**config.mk**
```make
export PLATFORM = sky130hd
export DESIGN_NAME = output_gating_channel_divider
export DESIGN_NICKNAME = d
export VERILOG_FILES = /design/src/rtl/clkout_pkg.sv /design/src/rtl/lock_gated_enable.sv /design/src/rtl/output_gating_channel_divider.sv
export VERILOG_INCLUDE_DIRS = /design/src /design/src/rtl
export SDC_FILE = /design/constraint.sdc
export NUM_CORES = 1
export LEC_CHECK = 0
export ABC_CLOCK_PERIOD_IN_PS = 5400
export BUFFER_PORTS_ARGS = -buffer_cell sky130_fd_sc_hd__buf_2
export CORE_ASPECT_RATIO = 0.9
export CORE_MARGIN = 5
export CORE_UTILIZATION = 58
export CTS_CLUSTER_SIZE = 14
export DETAILED_ROUTE_END_ITERATION = 8
export HOLD_SLACK_MARGIN = 0.02
export PLACE_DENSITY = 0.85
export SLEW_MARGIN = 20
export SYNTH_ARGS = -nofsm -noshare
export SYNTH_HDL_FRONTEND = slang
export SYNTH_SLANG_ARGS = --single-unit
```
**constraint.sdc**
```tcl
create_clock -name core_clk -period 5.4 [get_ports core_clk]
set_clock_uncertainty 0.2 [all_clocks]
set_input_delay 0.81 -clock core_clk [delete_from_list [all_inputs] [get_ports core_clk]]
set_output_delay 0.81 -clock core_clk [all_outputs]
set_load 0.02 [all_outputs]
```
**src/rtl/clkout_defines.svh**
```systemverilog
// register map, field positions and reset values of the output gating and divider block
// assumes inclusion by bare name from the design files; definitions only
`ifndef CLKOUT_DEFINES_SVH
`define CLKOUT_DEFINES_SVH

`define OFS_OUTPUT_NINE_CONTROL 10'h0F9
`define OFS_OUTPUT_TEN_CONTROL 10'h0FA
`define OFS_OUTPUT_ELEVEN_CONTROL 10'h0FB
`define OFS_LOCK_GATED_ENABLE_LOW 10'h0FC
`define OFS_LOCK_GATED_ENABLE_HIGH 10'h0FD
`define OFS_DIVIDER_ZERO_CYCLES 10'h190
`define OFS_DIVIDER_ZERO_CONTROL 10'h191

`define RST_OUTPUT_CONTROL 8'h02
`define RST_LOCK_GATED_ENABLE 8'h00
`define RST_DIVIDER_ZERO_CYCLES 8'h77
`define RST_DIVIDER_ZERO_CONTROL 8'h00

`define BIT_OUTPUT_POWER_DOWN 0
`define FLD_LOW_CYCLES_MSB 7
`define FLD_LOW_CYCLES_LSB 4
`define FLD_HIGH_CYCLES_MSB 3
`define FLD_HIGH_CYCLES_LSB 0
`define BIT_DIVIDER_BYPASS 7
`define BIT_IGNORE_SYNC 6
`define BIT_FORCE_HIGH 5
`define BIT_START_HIGH 4
`define FLD_PHASE_MSB 3
`define FLD_PHASE_LSB 0
`define LOCK_HIGH_USED_BITS 4

`endif

```
**src/rtl/clkout_pkg.sv**
```systemverilog
// types shared by the output gating and divider block
// assumes nothing beyond a SystemVerilog compiler
package clkout_pkg;

  typedef enum logic [0:0]
  {
    PHASE_LOW = 1'b0,
    PHASE_HIGH = 1'b1
  } phase_t;

  typedef logic [7:0] reg_byte_t;

endpackage : clkout_pkg

```
**src/rtl/lock_gated_enable.sv**
```systemverilog
// enable of one clock output, gated by the current-source lock signal
// assumes the lock signal is a level from the lock-detect logic; no clock involved
`timescale 1ns/1ps
module lock_gated_enable
(
  input wire logic power_down,
  input wire logic gate_enable,
  input wire logic lock_signal,
  output logic enable
);

  // purely combinational so the gating acts without waiting for a clock edge
  assign enable = !power_down && (!gate_enable || lock_signal);

endmodule : lock_gated_enable

```
**src/rtl/output_gating_channel_divider.sv**
```systemverilog
// output enables with lock gating, three output control registers, first channel divider
// assumes a simple internal register port from the serial control port, one clock core_clk
`timescale 1ns/1ps
`include "clkout_defines.svh"
module output_gating_channel_divider
#(
  parameter int ADDR_W = 10,
  parameter int NUM_OUTPUTS = 12
)
(
  input wire logic core_clk,
  input wire logic rst,
  input wire logic [ADDR_W-1:0] reg_addr,
  input wire logic reg_wr,
  input wire logic [7:0] reg_wdata,
  input wire logic reg_rd,
  output logic [7:0] reg_rdata,
  output logic reg_rvalid,
  input wire logic current_source_lock_signal,
  input wire logic [8:0] low_outputs_power_down,
  input wire logic sync_req,
  output logic [NUM_OUTPUTS-1:0] output_enable,
  output logic [NUM_OUTPUTS-1:0] output_hiz,
  output logic [7:0] output_nine_config,
  output logic [7:0] output_ten_config,
  output logic [7:0] output_eleven_config,
  output logic divider_zero_out
);

  clkout_pkg::reg_byte_t output_nine_control_reg;
  clkout_pkg::reg_byte_t output_ten_control_reg;
  clkout_pkg::reg_byte_t output_eleven_control_reg;
  clkout_pkg::reg_byte_t lock_gated_enable_low_reg;
  clkout_pkg::reg_byte_t lock_gated_enable_high_reg;
  clkout_pkg::reg_byte_t divider_zero_cycles_reg;
  clkout_pkg::reg_byte_t divider_zero_control_reg;
  clkout_pkg::reg_byte_t rdata_next;

  logic [NUM_OUTPUTS-1:0] power_down_vec;
  logic [NUM_OUTPUTS-1:0] gate_vec;

  logic [3:0] low_cycles;
  logic [3:0] high_cycles;
  logic [3:0] phase_offset;
  logic bypass;
  logic ignore_sync;
  logic force_high;
  logic start_high;
  logic sync_held;
  logic sync_forced;

  clkout_pkg::phase_t phase_reg;
  clkout_pkg::phase_t phase_next;
  clkout_pkg::phase_t start_phase;
  logic [4:0] count_reg;
  logic [4:0] count_next;
  logic div_q_reg;
  logic div_q_next;

  // register writes; partial writes are not possible, every write is a full byte
  always_ff @(posedge core_clk)
  begin
    if (rst)
    begin
      output_nine_control_reg <= `RST_OUTPUT_CONTROL;
      output_ten_control_reg <= `RST_OUTPUT_CONTROL;
      output_eleven_control_reg <= `RST_OUTPUT_CONTROL;
      lock_gated_enable_low_reg <= `RST_LOCK_GATED_ENABLE;
      lock_gated_enable_high_reg <= `RST_LOCK_GATED_ENABLE;
      divider_zero_cycles_reg <= `RST_DIVIDER_ZERO_CYCLES;
      divider_zero_control_reg <= `RST_DIVIDER_ZERO_CONTROL;
    end
    else if (reg_wr)
    begin
      case (reg_addr)
        `OFS_OUTPUT_NINE_CONTROL: output_nine_control_reg <= reg_wdata;
        `OFS_OUTPUT_TEN_CONTROL: output_ten_control_reg <= reg_wdata;
        `OFS_OUTPUT_ELEVEN_CONTROL: output_eleven_control_reg <= reg_wdata;
        `OFS_LOCK_GATED_ENABLE_LOW: lock_gated_enable_low_reg <= reg_wdata;
        // only four gate bits exist in the high register; the rest stay zero
        `OFS_LOCK_GATED_ENABLE_HIGH:
          lock_gated_enable_high_reg <= {4'h0, reg_wdata[`LOCK_HIGH_USED_BITS-1:0]};
        `OFS_DIVIDER_ZERO_CYCLES: divider_zero_cycles_reg <= reg_wdata;
        `OFS_DIVIDER_ZERO_CONTROL: divider_zero_control_reg <= reg_wdata;
        default: ;
      endcase
    end
  end

  // read mux; unmapped addresses read zero
  always_comb
  begin
    case (reg_addr)
      `OFS_OUTPUT_NINE_CONTROL: rdata_next = output_nine_control_reg;
      `OFS_OUTPUT_TEN_CONTROL: rdata_next = output_ten_control_reg;
      `OFS_OUTPUT_ELEVEN_CONTROL: rdata_next = output_eleven_control_reg;
      `OFS_LOCK_GATED_ENABLE_LOW: rdata_next = lock_gated_enable_low_reg;
      `OFS_LOCK_GATED_ENABLE_HIGH: rdata_next = lock_gated_enable_high_reg;
      `OFS_DIVIDER_ZERO_CYCLES: rdata_next = divider_zero_cycles_reg;
      `OFS_DIVIDER_ZERO_CONTROL: rdata_next = divider_zero_control_reg;
      default: rdata_next = 8'h00;
    endcase
  end

  always_ff @(posedge core_clk)
  begin
    if (rst)
    begin
      reg_rdata <= 8'h00;
      reg_rvalid <= 1'b0;
    end
    else
    begin
      reg_rvalid <= reg_rd;
      if (reg_rd)
      begin
        reg_rdata <= rdata_next;
      end
    end
  end

  assign output_nine_config = output_nine_control_reg;
  assign output_ten_config = output_ten_control_reg;
  assign output_eleven_config = output_eleven_control_reg;

  // outputs zero to eight take their power-down from control registers kept elsewhere
  assign power_down_vec = {output_eleven_control_reg[`BIT_OUTPUT_POWER_DOWN],
                           output_ten_control_reg[`BIT_OUTPUT_POWER_DOWN],
                           output_nine_control_reg[`BIT_OUTPUT_POWER_DOWN],
                           low_outputs_power_down};
  assign gate_vec = {lock_gated_enable_high_reg[`LOCK_HIGH_USED_BITS-1:0], lock_gated_enable_low_reg};

  generate
    for (genvar i = 0; i < NUM_OUTPUTS; i++)
    begin : g_out
      lock_gated_enable u_gate
      (
        .power_down(power_down_vec[i]),
        .gate_enable(gate_vec[i]),
        .lock_signal(current_source_lock_signal),
        .enable(output_enable[i])
      );
    end
  endgenerate

  assign output_hiz = ~output_enable;

  // divider fields
  assign low_cycles = divider_zero_cycles_reg[`FLD_LOW_CYCLES_MSB:`FLD_LOW_CYCLES_LSB];
  assign high_cycles = divider_zero_cycles_reg[`FLD_HIGH_CYCLES_MSB:`FLD_HIGH_CYCLES_LSB];
  assign bypass = divider_zero_control_reg[`BIT_DIVIDER_BYPASS];
  assign ignore_sync = divider_zero_control_reg[`BIT_IGNORE_SYNC];
  assign force_high = divider_zero_control_reg[`BIT_FORCE_HIGH];
  assign start_high = divider_zero_control_reg[`BIT_START_HIGH];
  assign phase_offset = divider_zero_control_reg[`FLD_PHASE_MSB:`FLD_PHASE_LSB];

  assign sync_held = sync_req && !ignore_sync;
  // with ignore-sync set and bypass clear, a sync request parks the output at the forced level
  assign sync_forced = sync_req && ignore_sync && !bypass;
  assign start_phase = start_high ? clkout_pkg::PHASE_HIGH : clkout_pkg::PHASE_LOW;

  // count_reg holds the remaining input cycles of the current phase minus one
  always_comb
  begin
    phase_next = phase_reg;
    count_next = count_reg;
    if (bypass)
    begin
      phase_next = phase_reg;
      count_next = count_reg;
    end
    else if (sync_held || sync_forced)
    begin
      // restart on release: first phase stretched by the phase offset
      phase_next = start_phase;
      count_next = (start_high ? {1'b0, high_cycles} : {1'b0, low_cycles}) + {1'b0, phase_offset};
    end
    else if (count_reg == 5'h00)
    begin
      if (phase_reg == clkout_pkg::PHASE_HIGH)
      begin
        phase_next = clkout_pkg::PHASE_LOW;
        count_next = {1'b0, low_cycles};
      end
      else
      begin
        phase_next = clkout_pkg::PHASE_HIGH;
        count_next = {1'b0, high_cycles};
      end
    end
    else
    begin
      count_next = count_reg - 5'h01;
    end
  end

  always_comb
  begin
    if (sync_forced)
    begin
      div_q_next = force_high;
    end
    else
    begin
      div_q_next = (phase_next == clkout_pkg::PHASE_HIGH);
    end
  end

  always_ff @(posedge core_clk)
  begin
    if (rst)
    begin
      phase_reg <= clkout_pkg::PHASE_LOW;
      count_reg <= {1'b0, 4'h7};
      div_q_reg <= 1'b0;
    end
    else
    begin
      phase_reg <= phase_next;
      count_reg <= count_next;
      div_q_reg <= div_q_next;
    end
  end

  // bypass hands the input clock through; a clock mux, not a data path
  assign divider_zero_out = bypass ? core_clk : div_q_reg;

endmodule : output_gating_channel_divider

```
==> run_results.csv, run 1 <==
group,metric,value,unit
cts,clkLatencyLatePin,0.46,ns
drt,drc,0,
sta,finalHoldViolCount,0,
global_routing,grt_pass1_vias,3304,
cts,cts_hold_buf,0,
floorplan,die_h,86.9,um
floorplan,io_pins,91,
place,dp_hpwl,7720,um
setup_path,path_max_fanout,2,
cells_and_area,mostFrequentLayoutCells,"90 x buf_2, 68 x dfxtp_1, 66 x mux2i_1, 53 x nor2_1, 30 x inv_1",
setup_path,critPathBufInv,3,
synthesis,ys_types,47,
synthesis,syn_nets,465,
floorplan,core_area,0.00648,mm2
setup_path,crit_slowest_cell,"mux2_2",
cells_and_area,n_antenna_cell,0,
synthesis,syn_area,0.00381,mm2
floorplan,initial_core_util,0.588,
pwr,clock_power_share,0.453,
synthesis,yosys.area.top_type_share,0.357,
drt,top_layer_used,"met4",
pwr,p_int,801,uW
cts,cts_tree,"built",
setup_path,path_cells,"clkbuf_8 -> clkbuf_8 -> mux2_2 -> buf_2",
synthesis,ys.flop_type,"dfxtp_1",
min_path,worstHoldPathType,"flip-flop to flip-flop",
floorplan,die_w,95.4,um
drt,vias,3522,
pwr,switching_share,0.272,
synthesis,synth_edf_count,0,
setup_path,critical_path.most_common_cell,"clkbuf_8",
synthesis,async_reset_ff_frac,0,
sta,relSlewSlack,0.285,
drt,drt_first_pass_iters,5,
sta,worst-slew-pin-transition,1.07,ns
global_routing,grt_pass1_wl,16600,um
cells_and_area,layout_commonest_cell,"buf_2",
synthesis,postSynthCellCount,426,
floorplan,std_cell_rows,28,
sta,holdWs,0.275,ns
floorplan,die_area,0.00829,mm2
cts,clkSlewWorstSetupHoldPaths,0.09,ns
global_routing,antenna_found_initial,0,
synthesis,synth.area.top_cells,"dfxtp_1 36%, mux2i_1 17%, nor2_1 5.2%",
drt,via_per_inst,6.02,
pwr,power.switching,300,uW
job,cap_violations,0,
drt,drtIter0Drc,375,
setup_path,required,4.39,ns
cells_and_area,stdcell_area,0.00442,mm2
setup_path,worstPathArrival,3.33,ns
drt,met2_length,4740,um
sta,rsz0062_at_grt,"no",
cells_and_area,area_growth,16.1,%
pwr,leakagePower,0.00182,uW
global_routing,grt_use_total,0.265,
drt,wl,10700,um
synthesis,synth_top_area_cell,"dfxtp_1",
global_routing,grt-ovfl-total,0,
place,dpl_cell_area,0.00417,mm2
synthesis,syn_area_per_cell,8.95,um2
setup_path,crit_family,"buffers and inverters",
pwr,peakVddDrop,0.198,mV
drt,ant_nets,0,
cells_and_area,regArea,0.00136,mm2
pwr,power_frac_seq,0.459,
cts,post_cts.repair.setup_buffers,0,
drt,wl_met1,4710,um
cells_and_area,multi_input_area,0.00213,mm2
pwr,powerDensity,249,mW/mm2
synthesis,ys_ff_latch,68,
run_status,outcome,"complete, no violations",
setup_path,crit_path_end_kind,"primary output",
setup_path,critical_path.max_stage_delay,0.25,ns
synthesis,synth_warnings,0,
cts,cts_resized,0,
cells_and_area,n_fill_cell,510,
sta,finalWorstSetupSlack,1.06,ns
place,gp_congestion,0.909,
pwr,comb_power_share,0.088,
sta,setup_viol,0,
place,numPortBuffers,90,
drt,wl_met3,1080,um
cells_and_area,drive_above_1_share,0.265,
setup_path,crit_type,"clock port to primary output",
sta,fin_setup_tns,0,ns
global_routing,grt_max_degree,51,
setup_path,start_kind,"clock port",
sta,maxSlewViolCount,0,
cells_and_area,final_nets,529,
drt,wl_per_cell,18.3,um
place,dp_slack,1.30,ns
synthesis,seq_area_frac_synth,0.357,
## worst paths after layout
check,startpoint,endpoint,slack (ns),cells after the start
worst min register to register,reg_rdata[7],reg_rdata[7],0.28,2
worst min-delay path,reg_rdata[7],reg_rdata[7],0.28,2
worst max-delay path,core_clk,divider_zero_out,1.06,4
worst max register to register,count_reg[0],count_reg[1],3.07,6
## cells by family after synthesis
logic type | synth area share
DFF | 0.357
muxes | 0.206
adders and majority gates | 0.0217
and+or+nand+nor | 0.201
xor gates and xnor gates | 0.00460
buffers and inverters | 0.0886
AOI/OAI and AO/OA | 0.121
## worst reg2reg max path, delay by kind of cell, from the launching register on
family / cells / cell delay, ns
muxes: 2 / 0.67
buffers and inverters: 1 / 0.09
adders and majority gates: 1 / 0.22
DFF: 1 / 0.32
and+or+nand+nor: 1 / 0.65
AOI/OAI and AO/OA: 1 / 0.11
## power groups by stage
stage          logic, uW  clock network [uW]  registers [uW]
2_1_floorplan       61.3               0.150             519
3_3_place_gp        92.7               0.159             517
3_5_place_dp        95.2               0.159             517
4_1_cts             95.5                 499             505
5_1_grt              104                 531             506
6_report            97.3                 499             505
## layout make-up
cell class	instances	area share
clock inverter	7	0.0187
timing repair buffer	90	0.102
sequential	68	0.308
inverter	31	0.0263
clock buffer	13	0.0385
tap	90	0.0255
multi-input combinational	286	0.481
## through the flow
step | cells | util | power, uW
after global routing | 585 | 0.682 | 1140
final | 585 | 0.682 | 1100
after floorplan | 426 | - | 580
after detailed placement | 566 | 0.643 | 612
after CTS | 585 | 0.681 | 1100
after global placement | 566 | 0.643 | 610
## metal layers
metal  global-route usage  vias to the layer above
li1                     -                     1642
met1                0.364                     1672
met2                0.395                      190
met3               0.0787                       18
met4               0.0917                        0
met5                    0                        -
## cells in the mapped netlist (2+ instances only)
library cell  count
a2111oi_0         7
a211oi_1          3
a21o_1           13
a21oi_1          11
a22oi_1           2
buf_2             3
buf_4            15
clkbuf_1         22
dfxtp_1          68
ha_1              5
inv_1            30
mux2_2           11
mux2i_1          66
nand2_1          21
nand2b_1          2
nand3_1           2
nand3b_1         10
nand4_1           3
nand4bb_1         2
nor2_1           53
nor2b_1           6
nor3_1            5
nor4_1           19
nor4_2            2
nor4_4            4
o211ai_1          5
o21a_1            2
o21ai_0          10
o41ai_1           5
xnor2_1           2
Note: power is estimated with default switching activity, not from simulation.
==> run 2, diff against run 1 <==
- ABC_CLOCK_PERIOD_IN_PS: 5400 -> 4400
- CORE_UTILIZATION: 58 -> 54
- PLACE_DENSITY: 0.85 -> 0.8
- clock period: 5.4 -> 4.4 ns (I/O delays scaled with it)
==> run 2 against run 1 <==
Against the previous run:
- flip-flop and latch count stayed put
- hold slack improved by 0.019 ns
- clock power increased by 31%
- highest routed layer unchanged
==> run_results.csv, run 2 (synthesis gave the netlist of run 1 again) <==
group,metric,value,unit
pwr,peakVddDrop,0.202,mV
floorplan,std_cell_rows,29,
sta,worst-slew-pin-transition,0.822,ns
drt,drt_first_pass_iters,6,
cells_and_area,fin_util,0.640,
setup_path,required,3.54,ns
sta,finalHoldViolCount,0,
sta,relSlewSlack,0.452,
cells_and_area,drive_above_1_share,0.269,
drt,drtIter0Drc,341,
cts,post_cts.repair.setup_buffers,0,
drt,wl_per_cell,18.3,um
global_routing,grt_max_degree,50,
cells_and_area,mostFrequentLayoutCells,"90 x buf_2, 68 x dfxtp_1, 66 x mux2i_1, 53 x nor2_1, 30 x inv_1",
floorplan,die_w,98.6,um
floorplan,initial_core_util,0.547,
pwr,leakagePower,0.00184,uW
global_routing,grt_use_total,0.241,
floorplan,die_area,0.00884,mm2
drt,via_per_inst,5.92,
floorplan,io_pins,91,
cts,cts_hold_buf,0,
min_path,worstHoldPathType,"flip-flop to flip-flop",
sta,setup_viol,0,
run_status,outcome,"complete, no violations",
cts,cts_resized,0,
global_routing,antenna_found_initial,0,
drt,vias,3497,
cells_and_area,area_growth,16.9,%
pwr,powerDensity,314,mW/mm2
place,numPortBuffers,90,
cells_and_area,regArea,0.00136,mm2
sta,fin_setup_tns,0,ns
drt,ant_nets,0,
cells_and_area,n_fill_cell,606,
drt,wl,10800,um
setup_path,worstPathArrival,2.83,ns
sta,rsz0062_at_grt,"no",
setup_path,start_kind,"clock port",
setup_path,path_max_fanout,2,
cells_and_area,final_nets,532,
global_routing,grt-ovfl-total,0,
drt,drc,0,
cells_and_area,multi_input_area,0.00212,mm2
cts,clkLatencyLatePin,0.47,ns
place,gp_congestion,0.917,
place,dp_hpwl,7690,um
setup_path,crit_type,"clock port to primary output",
cells_and_area,layout_commonest_cell,"buf_2",
global_routing,grt_pass1_wl,17000,um
floorplan,core_area,0.00697,mm2
floorplan,die_h,89.7,um
cells_and_area,n_antenna_cell,0,
job,cap_violations,0,
global_routing,grt_pass1_vias,3323,
setup_path,crit_path_end_kind,"primary output",
cts,clkSlewWorstSetupHoldPaths,0.07,ns
cts,cts_tree,"built",
sta,maxSlewViolCount,0,
==> run 2: cell count changes in the layout (fill, tap and decap cells not counted) <==
cell / change
bufinv_16: +1
inv_6: -1
clkinv_2: +1
nor4_2: +1
buf_4: +3
nor4_4: -1
clkinv_4: -2
clkinvlp_4: +1
==> run 2: layer usage <==
layer | wire [um] | global-route usage | vias to the layer above
li1 | - | - | 1647
met1 | 4730 | 0.338 | 1626
met2 | 4650 | 0.350 | 196
met3 | 1130 | 0.0619 | 28
met4 | 276 | 0.101 | 0
met5 | 0 | 0 | -
==> run 2: area by class of cell <==
cell class,instances,share of cell area
Multi-Input combinational cell,286,0.475
Sequential cell,68,0.305
Timing Repair Buffer,93,0.107
Clock buffer,13,0.0382
Inverter,31,0.0261
Tap cell,93,0.0261
Clock inverter,7,0.0222
==> run 2: worst paths after layout <==
path | start | to | slack (ns) | depth (start not counted)
max reg2reg | count_reg[0] | count_reg[1] | 2.16 | 6
min reg2reg | reg_rdata[1] | reg_rdata[1] | 0.29 | 2
max | core_clk | divider_zero_out | 0.71 | 4
min | reg_rdata[1] | reg_rdata[1] | 0.29 | 2
==> run 2: critical path: stages <==
cell,delay [ns]
clkbuf_8,0.11
clkbuf_8,0.12
mux2_2,0.24
buf_2,0.16
==> run 2: power by group <==
group          internal [uW]  switching (uW)  leakage (uW)  total [uW]
clock                    381             275      0.000143         656
sequential               618            2.11      0.000549         620
combinational           38.0            83.9       0.00114         122
==> run 2: metrics by stage <==
stage / worst slack [ns] / power (uW) / hold slack (ns) / area [um2] / cells
after floorplan: 1.03 / 712 / 0.264 / 3810 / 426
after global placement: 0.951 / 751 / 0.275 / 4190 / 572
after detailed placement: 0.951 / 755 / 0.274 / 4190 / 572
after CTS: 0.702 / 1400 / 0.286 / 4460 / 591
after global routing: 0.674 / 1450 / 0.310 / 4460 / 591
final: 0.712 / 1400 / 0.294 / 4460 / 591
==> run 3, diff against run 2 <==
- ABC_AREA: not set -> 1
- ABC_CLOCK_PERIOD_IN_PS: 4400 -> 3200
- CORE_UTILIZATION: 54 -> 49
- PLACE_DENSITY: 0.8 -> 0.77
- clock period: 4.4 -> 3.2 ns (I/O delays scaled with it)
==> run 3 against run 2 <==
Against the previous run:
- sequential share of layout area is 0.36 points higher
- design area is 1.2% lower
- non-clock buffer count shrank 3
- cell count increased by 20%
- power up 30%
- hold slack lost 0.21 ns
- combinational power increased by 31%
- worst setup slack worse by 0.27 ns
- clock power rose by 23%
- register-to-register slack lost 1.1 ns
- clock-buffer cell count stayed put
- critical endpoint unchanged
- largest power group is now registers
- highest routed layer unchanged
==> run_results.csv, run 3 <==
group,metric,value,unit
setup_path,worstPathArrival,2.08,ns
sta,worst-slew-pin-transition,0.843,ns
cells_and_area,multi_input_area,0.00195,mm2
setup_path,critical_path.max_stage_delay,0.15,ns
sta,maxSlewViolCount,0,
sta,rsz0062_at_grt,"no",
synthesis,ys_types,34,
cells_and_area,layout_commonest_cell,"buf_2",
cells_and_area,n_antenna_cell,0,
setup_path,crit_path_end_kind,"primary output",
place,gp_congestion,0.868,
synthesis,seq_area_frac_synth,0.355,
synthesis,syn_area,0.00383,mm2
cells_and_area,mostFrequentLayoutCells,"90 x buf_2, 85 x nand2_1, 76 x nor2_1, 68 x dfxtp_1, 66 x inv_1",
job,cap_violations,0,
cts,clkLatencyLatePin,0.45,ns
floorplan,initial_core_util,0.506,
sta,holdWs,0.0858,ns
setup_path,start_kind,"clock port",
place,dp.cells,693,
cells_and_area,stdcell_area,0.00441,mm2
synthesis,synth.most_common_cell,"nand2_1",
drt,via_per_inst,5.49,
global_routing,grt_pass1_wl,17100,um
drt,ant_nets,0,
synthesis,synth_edf_count,0,
synthesis,ys.flop_type,"dfxtp_1",
synthesis,synth.area.top_cells,"dfxtp_1 35%, nand2_1 8.3%, nor2_1 7.4%",
synthesis,async_reset_ff_frac,0,
synthesis,synth_warnings,0,
synthesis,postSynthCellCount,544,
cts,cts_resized,0,
pwr,leakagePower,0.00212,uW
pwr,peakVddDrop,0.262,mV
global_routing,grt_pass1_vias,3627,
setup_path,crit_type,"clock port to primary output",
floorplan,die_w,103,um
drt,wl,10600,um
setup_path,required,2.52,ns
synthesis,synth_top_area_cell,"dfxtp_1",
sta,finalHoldViolCount,0,
place,dp_hpwl,7980,um
min_path,worstHoldPathType,"input pin to flip-flop",
sta,setup_viol,0,
setup_path,crit_slowest_cell,"buf_2",
sta,fin_setup_tns,0,ns
cts,cts_tree,"built",
global_routing,grt_use_total,0.224,
floorplan,die_h,93.9,um
cells_and_area,n_fill_cell,720,
synthesis,syn_nets,583,
floorplan,io_pins,91,
global_routing,grt-ovfl-total,0,
synthesis,ys_ff_latch,68,
synthesis,syn_area_per_cell,7.05,um2
drt,drt_first_pass_iters,5,
synthesis,ys_top_cells_by_count,"85 x nand2_1, 76 x nor2_1, 68 x dfxtp_1",
floorplan,std_cell_rows,30,
synthesis,yosys.area.top_type_share,0.355,
global_routing,use_met2,0.348,
global_routing,grt.met3_usage,0.0423,
cells_and_area,drive_above_1_share,0.229,
cts,cts_hold_buf,0,
pwr,powerDensity,413,mW/mm2
sta,relSlewSlack,0.437,
cells_and_area,final_nets,650,
cells_and_area,instances_no_fill,712,
cells_and_area,regArea,0.00136,mm2
drt,drc,0,
cts,post_cts.repair.setup_buffers,0,
global_routing,grt_max_degree,43,
global_routing,met1_usage,0.302,
cts,clkSlewWorstSetupHoldPaths,0.09,ns
setup_path,path_cells,"clkbuf_8 -> clkbuf_8 -> nand2_1 -> nand2_1 -> buf_2",
cells_and_area,area_growth,14.9,%
place,numPortBuffers,90,
run_status,outcome,"complete, no violations",
setup_path,path_max_fanout,2,
floorplan,core_area,0.00758,mm2
floorplan,die_area,0.00970,mm2
drt,drtIter0Drc,258,
drt,wl_per_cell,14.9,um
drt,vias,3909,
global_routing,top_usage_layer,"met2",
pwr,power,1820,uW
place,dpl_cell_area,0.00417,mm2
global_routing,antenna_found_initial,0,
run 3: final timing paths:
kind,startpoint,to,slack (ns),depth (start not counted)
max,core_clk,divider_zero_out,0.44,5
min,reg_wdata[2],lock_gated_enable_low_reg[2],0.09,3
max reg2reg,divider_zero_control_reg[4],count_reg[2],1.06,9
min reg2reg,reg_rdata[1],reg_rdata[1],0.27,2
run 3: logic make-up (layout without fill, tap and decap cells):
logic type	count (synthesis)	in the layout	synth area share
and+or+nand+nor	241	241	0.297
buffers and inverters	111	183	0.136
xor gates and xnor gates	4	4	0.00913
adders and majority gates	6	6	0.0215
DFF	68	68	0.355
AOI/OAI and AO/OA	114	114	0.181
run 3: metrics by stage:
stage / util / setup slack (ns)
5_1_grt: 0.581 / 0.415
2_1_floorplan: - / 0.742
6_report: 0.581 / 0.441
3_3_place_gp: 0.549 / 0.687
4_1_cts: 0.581 / 0.430
3_5_place_dp: 0.549 / 0.687
run 3: area by class of cell:
class,instances,area share
Sequential cell,68,0.309
Inverter,73,0.0625
Multi-Input combinational cell,365,0.443
Timing Repair Buffer,90,0.103
Clock buffer,13,0.0386
Clock inverter,7,0.0170
Tap cell,96,0.0273
run 3: report_power, final:
part | switching [uW] | internal [uW] | leakage [uW]
Clock | 365 | 442 | 0.000126
Sequential | 3.17 | 850 | 0.000549
Combinational | 117 | 43.7 | 0.00144
Total | 485 | 1340 | 0.00212
run 3: critical path, delay by kind of cell:
family        cells  cell delay, ns
buf+inv           3            0.38
simple gates      2            0.10
run 3: metal layers:
| metal | vias to the layer above | part of all wire |
|---|---|---|
| li1 | 1935 | - |
| met1 | 1793 | 0.45 |
| met2 | 161 | 0.46 |
| met3 | 20 | 0.073 |
| met4 | 0 | 0.020 |
| met5 | - | 0 |
